===== config.mk =====
export PLATFORM = sky130hd
export DESIGN_NAME = interrupt_enable_priority_bits
export DESIGN_NICKNAME = d
export VERILOG_FILES = /design/src/logic/irq_bits_pkg.sv /design/src/logic/interrupt_enable_priority_bits.sv /design/src/logic/irq_gate.sv
export SDC_FILE = /design/constraint.sdc
export NUM_CORES = 1
export LEC_CHECK = 0
export BUFFER_PORTS_ARGS = -buffer_cell sky130_fd_sc_hd__buf_2
export CAP_MARGIN = 5
export CORE_MARGIN = 5
export CORE_UTILIZATION = 40
export CTS_BUF_LIST = sky130_fd_sc_hd__clkbuf_8
export CTS_CLUSTER_SIZE = 10
export DETAILED_ROUTE_END_ITERATION = 16
export GPL_ROUTABILITY_DRIVEN = 0
export PLACE_DENSITY_LB_ADDON = 0.12
export SLEW_MARGIN = 10
export SYNTH_ARGS = -nofsm -noshare
export SYNTH_HDL_FRONTEND = slang
export SYNTH_SLANG_ARGS = --single-unit

===== constraint.sdc =====
create_clock -name clk -period 0.8 [get_ports clk]
set_input_delay 0.08 -clock clk [delete_from_list [all_inputs] [get_ports clk]]
set_output_delay 0.08 -clock clk [all_outputs]
set_load 0.02 [all_outputs]

===== src/logic/irq_bits_pkg.sv =====
// constants for the interrupt enable and priority register bits
package irq_bits_pkg;
  // ----------------------------------------------------------------
  // register addresses
  // ----------------------------------------------------------------
  localparam logic [7:0] source_enable_addr = 8'ha8;
  localparam logic [7:0] priority_select_addr = 8'hb8;
  // ----------------------------------------------------------------
  // field positions, shared by both registers
  // ----------------------------------------------------------------
  localparam int ext_zero_bit = 0;
  localparam int timer_zero_bit = 1;
  localparam int ext_one_bit = 2;
  localparam int timer_one_bit = 3;
  localparam int async_serial_bit = 4;
  localparam int timer_two_bit = 5;
  localparam int serial_periph_bit = 6;
  localparam int top_bit = 7;
  localparam int source_count = 7;
  // ----------------------------------------------------------------
  // reset values
  // ----------------------------------------------------------------
  localparam logic [7:0] source_enable_reset = 8'h00;
  localparam logic [7:0] priority_select_reset = 8'h80;
  // unused top priority bit reads as one
  localparam logic [7:0] priority_read_ones = 8'h80;
endpackage


===== src/logic/interrupt_enable_priority_bits.sv =====
// interrupt source enable and priority select registers with request gating
// Behaviour
// async serial enable masks serial port requests when clear, passes them when set
// timer one enable blocks timer one requests when clear, passes overflow flag when set
// timer zero enable blocks timer zero requests when clear, passes overflow flag when set
// serial peripheral priority bit: clear gives low, set gives high priority
// async serial priority bit selects async serial interrupt priority level
// async serial priority set means high, clear means low
// external line enables each gate their own external input requests
//
// Local design decision: the plain strobed port.
`timescale 1ns/10ps
module interrupt_enable_priority_bits (
  // clock and reset
  input wire logic clk,
  input wire logic reset_n,
  // register port
  input wire logic [7:0] address,
  input wire logic [7:0] write_data,
  input wire logic write_strobe,
  input wire logic read_strobe,
  output logic [7:0] read_data,
  // interrupt sources, index by bit position; bit 7 unused
  input wire logic async_serial_request,
  input wire logic timer_one_overflow_flag,
  input wire logic ext_line_one_input,
  input wire logic timer_zero_overflow_flag,
  input wire logic ext_line_zero_input,
  input wire logic timer_two_request,
  input wire logic serial_periph_request,
  // gated requests toward the core, one bit per source
  output logic [6:0] high_requests,
  output logic [6:0] low_requests
);
  // ----------------------------------------------------------------
  // reset release
  // ----------------------------------------------------------------
  logic reset_meta;
  logic reset_sync_n;
  always_ff @(posedge clk or negedge reset_n) begin
    if (!reset_n) begin
      reset_meta <= 1'b0;
      reset_sync_n <= 1'b0;
    end else begin
      reset_meta <= 1'b1;
      reset_sync_n <= reset_meta;
    end
  end
  // ----------------------------------------------------------------
  // external lines: pins, synchronised; active low on the pin
  // ----------------------------------------------------------------
  logic [1:0] ext_meta;
  logic [1:0] ext_sync;
  always_ff @(posedge clk or negedge reset_sync_n) begin
    if (!reset_sync_n) begin
      ext_meta <= 2'h3;
      ext_sync <= 2'h3;
    end else begin
      ext_meta <= {ext_line_one_input, ext_line_zero_input};
      ext_sync <= ext_meta;
    end
  end
  // ----------------------------------------------------------------
  // registers
  // ----------------------------------------------------------------
  logic [7:0] interrupt_source_enable;
  logic [7:0] interrupt_priority_select;
  logic [7:0] next_source_enable;
  logic [7:0] next_priority_select;
  logic [7:0] next_read_data;
  always_comb begin
    next_source_enable = interrupt_source_enable;
    next_priority_select = interrupt_priority_select;
    next_read_data = 8'h00;
    if (write_strobe && address == irq_bits_pkg::source_enable_addr) begin
      next_source_enable = write_data;
    end
    if (write_strobe && address == irq_bits_pkg::priority_select_addr) begin
      // top bit is fixed; writes there are ignored
      next_priority_select = write_data | irq_bits_pkg::priority_read_ones;
    end
    if (read_strobe) begin
      case (address)
        irq_bits_pkg::source_enable_addr: next_read_data = interrupt_source_enable;
        irq_bits_pkg::priority_select_addr: next_read_data = interrupt_priority_select;
        default: next_read_data = 8'h00;
      endcase
    end
  end
  always_ff @(posedge clk or negedge reset_sync_n) begin
    if (!reset_sync_n) begin
      interrupt_source_enable <= irq_bits_pkg::source_enable_reset;
      interrupt_priority_select <= irq_bits_pkg::priority_select_reset;
      read_data <= 8'h00;
    end else begin
      interrupt_source_enable <= next_source_enable;
      interrupt_priority_select <= next_priority_select;
      read_data <= next_read_data;
    end
  end
  // ----------------------------------------------------------------
  // gating: bit n of each register controls source n
  // ----------------------------------------------------------------
  logic [6:0] raw_requests;
  always_comb begin
    raw_requests[irq_bits_pkg::ext_zero_bit] = ~ext_sync[0];
    raw_requests[irq_bits_pkg::timer_zero_bit] = timer_zero_overflow_flag;
    raw_requests[irq_bits_pkg::ext_one_bit] = ~ext_sync[1];
    raw_requests[irq_bits_pkg::timer_one_bit] = timer_one_overflow_flag;
    raw_requests[irq_bits_pkg::async_serial_bit] = async_serial_request;
    raw_requests[irq_bits_pkg::timer_two_bit] = timer_two_request;
    raw_requests[irq_bits_pkg::serial_periph_bit] = serial_periph_request;
  end
  // enable and priority share bit positions, so one gate per position
  genvar gi;
  generate
    for (gi = 0; gi < irq_bits_pkg::source_count; gi++) begin : gate_loop
      irq_gate gate (
        .request(raw_requests[gi]),
        .enable(interrupt_source_enable[gi]),
        .high_priority(interrupt_priority_select[gi]),
        .high_request(high_requests[gi]),
        .low_request(low_requests[gi])
      );
    end
  endgenerate
  // ----------------------------------------------------------------
  // checks
  // ----------------------------------------------------------------
  localparam int as_bit = irq_bits_pkg::async_serial_bit;
  localparam int t1_bit = irq_bits_pkg::timer_one_bit;
  localparam int t0_bit = irq_bits_pkg::timer_zero_bit;
  localparam int sp_bit = irq_bits_pkg::serial_periph_bit;
  localparam int x1_bit = irq_bits_pkg::ext_one_bit;
  localparam int x0_bit = irq_bits_pkg::ext_zero_bit;
  property p_async_serial_gate;
    @(posedge clk) disable iff (!reset_sync_n)
      (high_requests[as_bit] | low_requests[as_bit]) == (async_serial_request & interrupt_source_enable[as_bit]);
  endproperty
  a_async_serial_gate: assert property (p_async_serial_gate) else $error("async serial gate wrong");
  property p_timer_one_gate;
    @(posedge clk) disable iff (!reset_sync_n)
      (high_requests[t1_bit] | low_requests[t1_bit]) == (timer_one_overflow_flag & interrupt_source_enable[t1_bit]);
  endproperty
  a_timer_one_gate: assert property (p_timer_one_gate) else $error("timer one gate wrong");
  property p_timer_zero_gate;
    @(posedge clk) disable iff (!reset_sync_n)
      (high_requests[t0_bit] | low_requests[t0_bit]) == (timer_zero_overflow_flag & interrupt_source_enable[t0_bit]);
  endproperty
  a_timer_zero_gate: assert property (p_timer_zero_gate) else $error("timer zero gate wrong");
  property p_serial_periph_level;
    @(posedge clk) disable iff (!reset_sync_n)
      (serial_periph_request && interrupt_source_enable[sp_bit])
        |-> (high_requests[sp_bit] == interrupt_priority_select[sp_bit]);
  endproperty
  a_serial_periph_level: assert property (p_serial_periph_level) else $error("serial periph level wrong");
  property p_async_priority_write;
    @(posedge clk) disable iff (!reset_sync_n)
      (write_strobe && address == irq_bits_pkg::priority_select_addr)
        |=> interrupt_priority_select[as_bit] == $past(write_data[as_bit]);
  endproperty
  a_async_priority_write: assert property (p_async_priority_write) else $error("priority write lost");
  property p_async_level;
    @(posedge clk) disable iff (!reset_sync_n)
      (async_serial_request && interrupt_source_enable[as_bit] && !interrupt_priority_select[as_bit])
        |-> (low_requests[as_bit] && !high_requests[as_bit]);
  endproperty
  a_async_level: assert property (p_async_level) else $error("async level wrong");
  property p_ext_one_blocked;
    @(posedge clk) disable iff (!reset_sync_n)
      !interrupt_source_enable[x1_bit] |-> !(high_requests[x1_bit] | low_requests[x1_bit]);
  endproperty
  a_ext_one_blocked: assert property (p_ext_one_blocked) else $error("ext one not blocked");
  property p_ext_zero_pass;
    @(posedge clk) disable iff (!reset_sync_n)
      (!ext_line_zero_input && interrupt_source_enable[x0_bit])[*3]
        |-> (high_requests[x0_bit] | low_requests[x0_bit]);
  endproperty
  a_ext_zero_pass: assert property (p_ext_zero_pass) else $error("ext zero not passed");
  property p_top_reads_one;
    @(posedge clk) disable iff (!reset_sync_n)
      (read_strobe && address == irq_bits_pkg::priority_select_addr) |=> read_data[7];
  endproperty
  a_top_reads_one: assert property (p_top_reads_one) else $error("top bit read as zero");
  property p_async_high;
    @(posedge clk) disable iff (!reset_sync_n)
      (async_serial_request && interrupt_source_enable[as_bit] && interrupt_priority_select[as_bit])
        |-> (high_requests[as_bit] && !low_requests[as_bit]);
  endproperty
  a_async_high: assert property (p_async_high) else $error("async high level wrong");
  property p_ext_one_pass;
    @(posedge clk) disable iff (!reset_sync_n)
      (!ext_line_one_input && interrupt_source_enable[x1_bit])[*3]
        |-> (high_requests[x1_bit] | low_requests[x1_bit]);
  endproperty
  a_ext_one_pass: assert property (p_ext_one_pass) else $error("ext one not passed");
  property p_ext_zero_blocked;
    @(posedge clk) disable iff (!reset_sync_n)
      !interrupt_source_enable[x0_bit] |-> !(high_requests[x0_bit] | low_requests[x0_bit]);
  endproperty
  a_ext_zero_blocked: assert property (p_ext_zero_blocked) else $error("ext zero not blocked");
  property p_enable_write;
    @(posedge clk) disable iff (!reset_sync_n)
      (write_strobe && address == irq_bits_pkg::source_enable_addr)
        |=> interrupt_source_enable == $past(write_data);
  endproperty
  a_enable_write: assert property (p_enable_write) else $error("enable write lost");
  property p_priority_top_fixed;
    @(posedge clk) disable iff (!reset_sync_n)
      interrupt_priority_select[irq_bits_pkg::top_bit];
  endproperty
  a_priority_top_fixed: assert property (p_priority_top_fixed) else $error("top priority bit cleared");
  property p_read_idle_zero;
    @(posedge clk) disable iff (!reset_sync_n)
      !read_strobe |=> (read_data == 8'h00);
  endproperty
  a_read_idle_zero: assert property (p_read_idle_zero) else $error("read data not zero when idle");
  property p_unmapped_write_ignored;
    @(posedge clk) disable iff (!reset_sync_n)
      (write_strobe && address != irq_bits_pkg::source_enable_addr
        && address != irq_bits_pkg::priority_select_addr)
        |=> ($stable(interrupt_source_enable) && $stable(interrupt_priority_select));
  endproperty
  a_unmapped_write_ignored: assert property (p_unmapped_write_ignored) else $error("unmapped write landed");
  c_async_high: cover property (@(posedge clk) disable iff (!reset_sync_n) high_requests[as_bit]);
  c_timer_one_low: cover property (@(posedge clk) disable iff (!reset_sync_n) low_requests[t1_bit]);
  c_ext_one_high: cover property (@(posedge clk) disable iff (!reset_sync_n) high_requests[x1_bit]);
  // only the high level of the serial sources is covered, for the async one and the peripheral one alike
  c_ext_zero_low: cover property (@(posedge clk) disable iff (!reset_sync_n) low_requests[x0_bit]);
  c_serial_periph_high: cover property (@(posedge clk) disable iff (!reset_sync_n) high_requests[sp_bit]);
endmodule


===== src/logic/irq_gate.sv =====
// one source: enable gate and priority split
`timescale 1ns/10ps
module irq_gate (
  // request and controls
  input wire logic request,
  input wire logic enable,
  input wire logic high_priority,
  // gated request per level
  output logic high_request,
  output logic low_request
);
  always_comb begin
    high_request = request & enable & high_priority;
    low_request = request & enable & ~high_priority;
  end
endmodule


==> impl_metrics.json, run 1 <==
{
  "diodes": 0,
  "finalCritPeriodShare": 1.48,
  "dp.cells": 180,
  "layout_common_cells": "25 x buf_2, 24 x buf_6, 24 x dfrtp_1",
  "seq_area_um2": 732,
  "multi_input_area_um2": 509,
  "grt_use_total": 0.141,
  "fill_cells": 259,
  "power_leakage_nw": 1.02,
  "clk_latency_ps": 270,
  "crit_required_ps": 720,
  "io_pins": 49,
  "endpoint_kind": "primary output",
  "rows": 20,
  "drive_above_1_share": 0.646,
  "drc": 0,
  "fin_cells": 202,
  "die_y_um": 67.2,
  "violations": "setup timing",
  "setup_viol": 44,
  "p_per_area_nw_per_um2": 1650,
  "fp.coreArea_um2": 3100,
  "max_freq_mhz": 844,
  "drt_wl_total_um": 2750,
  "cts_max_path_buffers": 2,
  "cp_slowest_cell": "dfstp_2",
  "syn_nets": 126,
  "critPathLaunchType": "register",
  "netlist_area_um2": 1310,
  "yosysSeqAreaShare": 0.559,
  "start_util": 0.421,
  "nets": 184,
  "cts_tree": "yes",
  "layout_commonest_cell": "buf_2",
  "die-area_um2": 4510,
  "wl_met2_um": 1370,
  "area_growth_syn_to_layout_pct": 48.4,
  "cts.sinks": 29,
  "finalClockSkew_ps": 3.89,
  "placed_area_um2": 1540,
  "min_period_ps": 1180,
  "final_max_slew_viol_count": 0,
  "outcome": "finished, violations left",
  "wl_met1_um": 1110,
  "synth-seq-cells": 29,
  "crit_arrival_ps": 1100,
  "max_stage_delay_ps": 530,
  "r2r_cells": 2,
  "dpl.hpwl_um": 1910,
  "r2r_slack_ps": -110,
  "drt-pass1-iter-count": 4,
  "grt_start_max_net_pins": 21,
  "hold_viol": 0,
  "worstSetupPathType": "register to primary output",
  "syn_area_per_cell_um2": 13.2,
  "dr_total_vias": 925,
  "first_iter_violations": 10,
  "min_path_cells": 2,
  "viasPerCell": 4.58,
  "rsz0062_at_grt": "true",
  "crit_path_cell_trace": "and3b_1 -> buf_6",
  "tns_ps": -6130,
  "grt_pass1_wl_um": 4530,
  "grt_pass1_vias": 950,
  "antenna_found_initial": 0,
  "cts_buffers": 5,
  "fp.dieW_um": 67.2,
  "synth_warnings": 0,
  "syn_inst": 99,
  "cp_max_fo": 2,
  "clk_pin_slew_worst_paths_ps": 60,
  "worst_slack_ps": -385,
  "fin_area_um2": 1940,
  "maxCapViolCount": 0,
  "grt-ovfl-total": 0,
  "cts_root_buf": "clkbuf_8",
  "io_buffers": 48,
  "routedWlPerCell_um": 13.6,
  "worst_hold_slack_ps": 50.9,
  "hold_path.class": "input pin to register",
  "cts_max_level": 2,
  "routed.top_layer": "met4",
  "synth_cell_type_count": 19,
  "ant_nets": 0,
  "ir_worst_vdd_uv": 1170,
  "wl_met3_um": 231
}
[cells by family after synthesis]
logic type / count (synthesis) / synth area share
flip-flops: 29 / 0.559
other: 1 / 0.00287
multiplexers: 22 / 0.186
buffers and inverters: 15 / 0.0842
AND/OR/NAND/NOR: 31 / 0.160
AO/OA/AOI/OAI: 1 / 0.00861
[path summary, 6_finish.rpt]
path | start | to
worst min register to register | reset_sync_n$_DFF_PN0_ | interrupt_priority_select[0]$_DFFE_PN0P_
worst min-delay path | write_data[4] | interrupt_priority_select[4]$_DFFE_PN0P_
max in group asynchronous | reset_sync_n$_DFF_PN0_ | interrupt_source_enable[6]$_DFFE_PN0P_
worst max-delay path | ext_sync[0]$_DFF_PN1_ | high_requests[0]
min in group asynchronous | reset_n | reset_meta$_DFF_PN0_
worst max register to register | interrupt_source_enable[5]$_DFFE_PN0P_ | interrupt_source_enable[5]$_DFFE_PN0P_
[repair_timing]
item	CTS	global route
endpoints found under the setup margin	37	44
hold buffers	3	0
pin swaps	6	5
gates resized for setup	46	10
buffers inserted	8	5
hold endpoints to repair	4	0
[metrics by stage]
step / util / worst slack [ps] / power, W
global placement: 0.495 / -417 / 0.00183
CTS: 0.607 / -388 / 0.00320
detailed placement: 0.495 / -453 / 0.00183
floorplan: - / -261 / 0.00171
finish: 0.625 / -385 / 0.00319
global route: 0.625 / -428 / 0.00334
[per-layer routing]
layer | track usage | vias to the layer above
met3 | 0.0649 | 6
li1 | - | 441
met4 | 0.0557 | 0
met2 | 0.237 | 36
met1 | 0.154 | 442
met5 | 0 | -
[registers in the layout, indices dropped and copies added, names as in the netlist]
name,cells
interrupt_source_enable,8
read_data,8
interrupt_priority_select,7
ext_meta,2
ext_sync,2
reset_meta,1
reset_sync_n,1
[where the power goes]
group          internal [W]  leakage (nW)  total (W)  switching, W
Combinational      0.000190         0.582   0.000318      0.000128
Sequential          0.00153         0.383    0.00157     0.0000448
Clock              0.000776        0.0542    0.00130      0.000527
[critical path, delay by kind of cell (launching register included)]
kind | cells | cell delay [ps]
buf+inv | 1 | 130
flops | 1 | 530
simple gates | 1 | 180
[cell usage after synthesis (all sizes together)]
master | count | share of area
nand3 | 1 | 0.0038
buf | 15 | 0.084
nand4b | 1 | 0.018
nor3b | 3 | 0.026
and3 | 5 | 0.024
mux2i | 7 | 0.054
nor2 | 12 | 0.034
o2111a | 1 | 0.0086
nand4 | 1 | 0.016
and3b | 2 | 0.013
dfrtp | 25 | 0.48
and4bb | 1 | 0.0096
conb | 1 | 0.0029
mux2 | 15 | 0.13
nand2 | 5 | 0.014
dfstp | 4 | 0.080
[layout make-up]
cell class,count,area share
multi-input cells,55,0.262
flip-flops and latches,29,0.377
repair buffers,66,0.280
well taps,44,0.0284
clock buffers,7,0.0496
clock inverters,1,0.00258
Note: power is estimated with default switching activity, not from simulation.
==> inputs of run 2 (changes only) <==
--- a/config.mk
+++ b/config.mk
@@ -14,6 +14,7 @@
 export DETAILED_ROUTE_END_ITERATION = 16
 export GPL_ROUTABILITY_DRIVEN = 0
 export PLACE_DENSITY_LB_ADDON = 0.12
+export SETUP_SLACK_MARGIN = 0.15
 export SLEW_MARGIN = 10
 export SYNTH_ARGS = -nofsm -noshare
 export SYNTH_HDL_FRONTEND = slang
==> impl_metrics.json, run 2 (synthesis gave the netlist of run 1 again) <==
{
  "power_leakage_nw": 1.05,
  "drt_wl_total_um": 2940,
  "die_y_um": 67.2,
  "drc": 0,
  "min_path_cells": 2,
  "critPathTopFamily": "flip-flops",
  "endpoint_kind": "primary output",
  "dpl.hpwl_um": 1980,
  "area_growth_syn_to_layout_pct": 52.4,
  "setup_viol": 42,
  "cts_max_level": 2,
  "largest_registers": "interrupt_source_enable x8, read_data x8, interrupt_priority_select x7",
  "max_freq_mhz": 837,
  "ant_nets": 0,
  "grt-ovfl-total": 0,
  "crit_arrival_ps": 1110,
  "worstSetupPathType": "register to primary output",
  "hold_path.class": "input pin to register",
  "clk_latency_ps": 280,
  "diodes": 0,
  "tns_ps": -6830,
  "worst_slack_ps": -394,
  "finalClockSkew_ps": 9.34,
  "rows": 20,
  "viasPerCell": 4.59,
  "drt-pass1-iter-count": 4,
  "nets": 189,
  "routedWlPerCell_um": 14.2,
  "layout_common_cells": "27 x buf_6, 25 x buf_2, 24 x dfrtp_1",
  "hold_viol": 0,
  "final_max_slew_viol_count": 0,
  "finalCritPeriodShare": 1.49,
  "grt_pass1_wl_um": 4630,
  "drive_above_1_share": 0.663,
  "crit_path_cell_trace": "and3b_1 -> buf_6",
  "start_util": 0.421,
  "first_iter_violations": 26,
  "clk_pin_slew_worst_paths_ps": 70,
  "dr_total_vias": 951,
  "critPathBufInv": 1,
  "fp.coreArea_um2": 3100,
  "ir_worst_vdd_uv": 994,
  "preCtsSetupSlack_ps": -430,
  "grt_use_total": 0.143,
  "p_per_area_nw_per_um2": 1620,
  "cts_tree": "yes",
  "outcome": "finished, violations left",
  "die-area_um2": 4510,
  "crit_required_ps": 720,
  "cts.sinks": 29,
  "grt_start_max_net_pins": 11,
  "rsz0062_at_grt": "true",
  "cp_max_fo": 2,
  "cp_slowest_cell": "dfstp_2",
  "max_stage_delay_ps": 530,
  "cts_root_buf": "clkbuf_8",
  "critPathLaunchType": "register",
  "io_buffers": 48,
  "io_pins": 49,
  "fp.dieW_um": 67.2,
  "cts_max_path_buffers": 2,
  "min_period_ps": 1190,
  "cts_buffers": 5,
  "antenna_found_initial": 0,
  "path_depth": 2,
  "layout_commonest_cell": "buf_6",
  "r2r_cells": 3,
  "violations": "setup timing",
  "maxCapViolCount": 0,
  "grt_pass1_vias": 1013
}
-- run 2: changes by cell type in the layout (fill, tap and decap cells not counted), sizes merged --
| cell | previous run | this run |
|---|---|---|
| buf | 63 | 68 |
-- run 2: final timing paths --
| kind | start | end | slack (ps) |
|---|---|---|---|
| worst max-delay path | ext_sync[1]$_DFF_PN1_ | high_requests[2] | -390 |
| worst min-delay path | write_data[7] | interrupt_source_enable[7]$_DFFE_PN0P_ | 40 |
| worst max register to register | interrupt_priority_select[0]$_DFFE_PN0P_ | interrupt_priority_select[0]$_DFFE_PN0P_ | -240 |
| worst min register to register | reset_sync_n$_DFF_PN0_ | read_data[4]$_DFF_PN0_ | 110 |
| max in group asynchronous | reset_sync_n$_DFF_PN0_ | interrupt_source_enable[0]$_DFFE_PN0P_ | 300 |
| min in group asynchronous | reset_sync_n$_DFF_PN0_ | read_data[4]$_DFF_PN0_ | 110 |
-- run 2: worst reg2reg max path: cells and delay by family, from the launching register on --
kind | cells | cell delay [ps]
mux | 1 | 260
buf+inv | 2 | 260
flops | 1 | 410
-- run 2: stage by stage --
stage	hold slack (ps)	std cells	util	power (W)	cell area (um2)
after detailed placement	-132	182	0.502	0.00184	1560
final	36.6	207	0.642	0.00323	1990
after CTS	26.5	202	0.618	0.00324	1920
after global placement	-135	182	0.502	0.00183	1560
after global routing	37.0	207	0.642	0.00337	1990
after floorplan	-216	99	-	0.00172	1350
-- run 2: final cells by class --
type,count,area (um2)
Sequential cell,29,732
Clock inverter,1,5.00
Clock buffer,7,96.3
Timing Repair Buffer,71,579
Tap cell,44,55.1
Fill cell,255,1110
Multi-Input combinational cell,55,526
-- run 2: power breakdown --
group          internal (W)  total [W]  switching, W
Combinational      0.000205   0.000339      0.000134
Clock              0.000776    0.00131      0.000539
Sequential          0.00153    0.00158     0.0000483
-- run 2: layer usage --
layer | wire length [um] | track usage | up-vias
met4 | 48 | 0.0608 | 0
met2 | 1590 | 0.266 | 33
met5 | 0 | 0 | -
met1 | 1080 | 0.139 | 459
met3 | 224 | 0.0566 | 7
li1 | - | - | 452
-- run 2: repair_timing --
item | in CTS | in global routing
pin swaps | 1 | 3
gates resized for setup | 47 | 10
setup endpoints to repair | 45 | 45
hold endpoints to repair | 4 | 0
setup buffers | 9 | 5
hold buffers | 3 | 0
gates cloned | 0 | 0
==> inputs of run 3 (changes only) <==
==> constraint.sdc (replaced) <==
create_clock -name clk -period 1.4 [get_ports clk]
set_input_delay 0.14 -clock clk [delete_from_list [all_inputs] [get_ports clk]]
set_output_delay 0.14 -clock clk [all_outputs]
set_load 0.02 [all_outputs]
==> impl_metrics.json, run 3 (synthesis gave the netlist of run 1 again) <==
{
  "finalClockSkew_ps": 6.26,
  "grt_pass1_wl_um": 4240,
  "cts_buffers": 5,
  "clk_pin_slew_worst_paths_ps": 60,
  "cts_tree": "yes",
  "start_util": 0.421,
  "antenna_found_initial": 0,
  "cts.sinks": 29,
  "drc": 0,
  "viasPerCell": 4.65,
  "diodes": 0,
  "clk_latency_ps": 280,
  "first_iter_violations": 31,
  "hold_viol": 0,
  "grt_use_total": 0.129,
  "crit_arrival_ps": 1120,
  "largest_registers": "interrupt_source_enable x8, read_data x8, interrupt_priority_select x7",
  "tns_ps": 0,
  "final_max_slew_viol_count": 0,
  "critPathLaunchType": "register",
  "power_leakage_nw": 0.956,
  "finalCritPeriodShare": 0.898,
  "layout_common_cells": "46 x buf_2, 25 x dfrtp_1, 14 x mux2_2",
  "grt_start_max_net_pins": 28,
  "grt-ovfl-total": 0,
  "drt-pass1-iter-count": 4,
  "die-area_um2": 4510,
  "dpl.hpwl_um": 1910,
  "io_buffers": 48,
  "dr_total_vias": 879,
  "layout_commonest_cell": "buf_2",
  "cts_root_buf": "clkbuf_8",
  "grt_pass1_vias": 952,
  "rsz0062_at_grt": "true",
  "max_freq_mhz": 795,
  "fill_cells": 297,
  "setup_viol": 0,
  "drive_above_1_share": 0.566,
  "postCtsSetupRepairBufs": 0,
  "cp_max_fo": 2,
  "ant_nets": 0,
  "dp.cells": 178,
  "die_y_um": 67.2,
  "cts_max_path_buffers": 2,
  "nets": 171,
  "drt_wl_total_um": 2540,
  "outcome": "finished clean",
  "ir_worst_vdd_uv": 692,
  "worstSetupPathType": "register to primary output",
  "p_per_area_nw_per_um2": 1110,
  "fin_cells": 189,
  "placed_area_um2": 1510,
  "rows": 20,
  "endpoint_kind": "primary output",
  "io_pins": 49,
  "crit_required_ps": 1260,
  "maxCapViolCount": 0,
  "cts_max_level": 2,
  "hold_path.class": "input pin to register",
  "routedWlPerCell_um": 13.5,
  "fp.coreArea_um2": 3100,
  "min_period_ps": 1260,
  "area_growth_syn_to_layout_pct": 27.6,
  "fin_area_um2": 1670,
  "fp.dieW_um": 67.2
}
run 3: worst paths after layout:
path                                                           from                                  endpoint  slack [ps]  cells after the start
max                                           ext_sync[1]$_DFF_PN1_                          high_requests[2]         140                      2
min                                                   write_data[7]    interrupt_source_enable[7]$_DFFE_PN0P_         100                      2
max reg2reg                interrupt_priority_select[2]$_DFFE_PN0P_  interrupt_priority_select[2]$_DFFE_PN0P_         610                      1
min reg2reg                                  reset_sync_n$_DFF_PN0_                    read_data[0]$_DFF_PN0_         240                      1
max in group asynchronous                    reset_sync_n$_DFF_PN0_                     ext_meta[1]$_DFF_PN1_         860                      1
min in group asynchronous                                   reset_n                      reset_meta$_DFF_PN0_         170                      2
run 3: layer usage:
layer,routed length [um],GRT usage
met3,240,0.0466
met4,54,0.0759
met5,0,0
met2,1240,0.204
met1,1010,0.149
run 3: area by class of cell:
type                       count  area, um2  area share
clock buffer                   5       68.8      0.0413
clock inverter                 3       38.8      0.0233
multi-input combinational     55        477       0.286
sequential                    29        731       0.438
tap                           44       55.1      0.0330
timing repair buffer          53        298       0.179
run 3: what timing repair did:
item / 4_1_cts / 5_1_grt
endpoints found under the hold margin: 4 / 0
hold buffers: 3 / 0
pin swaps: 0 / 0
resized for setup: 4 / 2
endpoints found under the setup margin: 2 / 4
run 3: worst max-delay path, stage by stage, from the launching register on:
cell     delay [ps]
dfstp_2         530
and3b_1         180
buf_6           130
run 3: where the power goes:
part	internal, W	total (W)	switching, W
registers	0.000873	0.000894	0.0000214
logic	0.0000716	0.000137	0.0000657
clock network	0.000519	0.000818	0.000298
total	0.00146	0.00185	0.000385
run 3: metrics by stage:
stage | setup WS (ps) | hold WS (ps) | util | total power [W]
detailed placement | 97.6 | -72.3 | 0.486 | 0.00104
CTS | 137 | 90.3 | 0.534 | 0.00188
global route | 102 | 101 | 0.538 | 0.00193
finish | 143 | 98.4 | 0.538 | 0.00185
floorplan | 273 | -156 | - | 0.000979
global placement | 124 | -76.0 | 0.486 | 0.00104
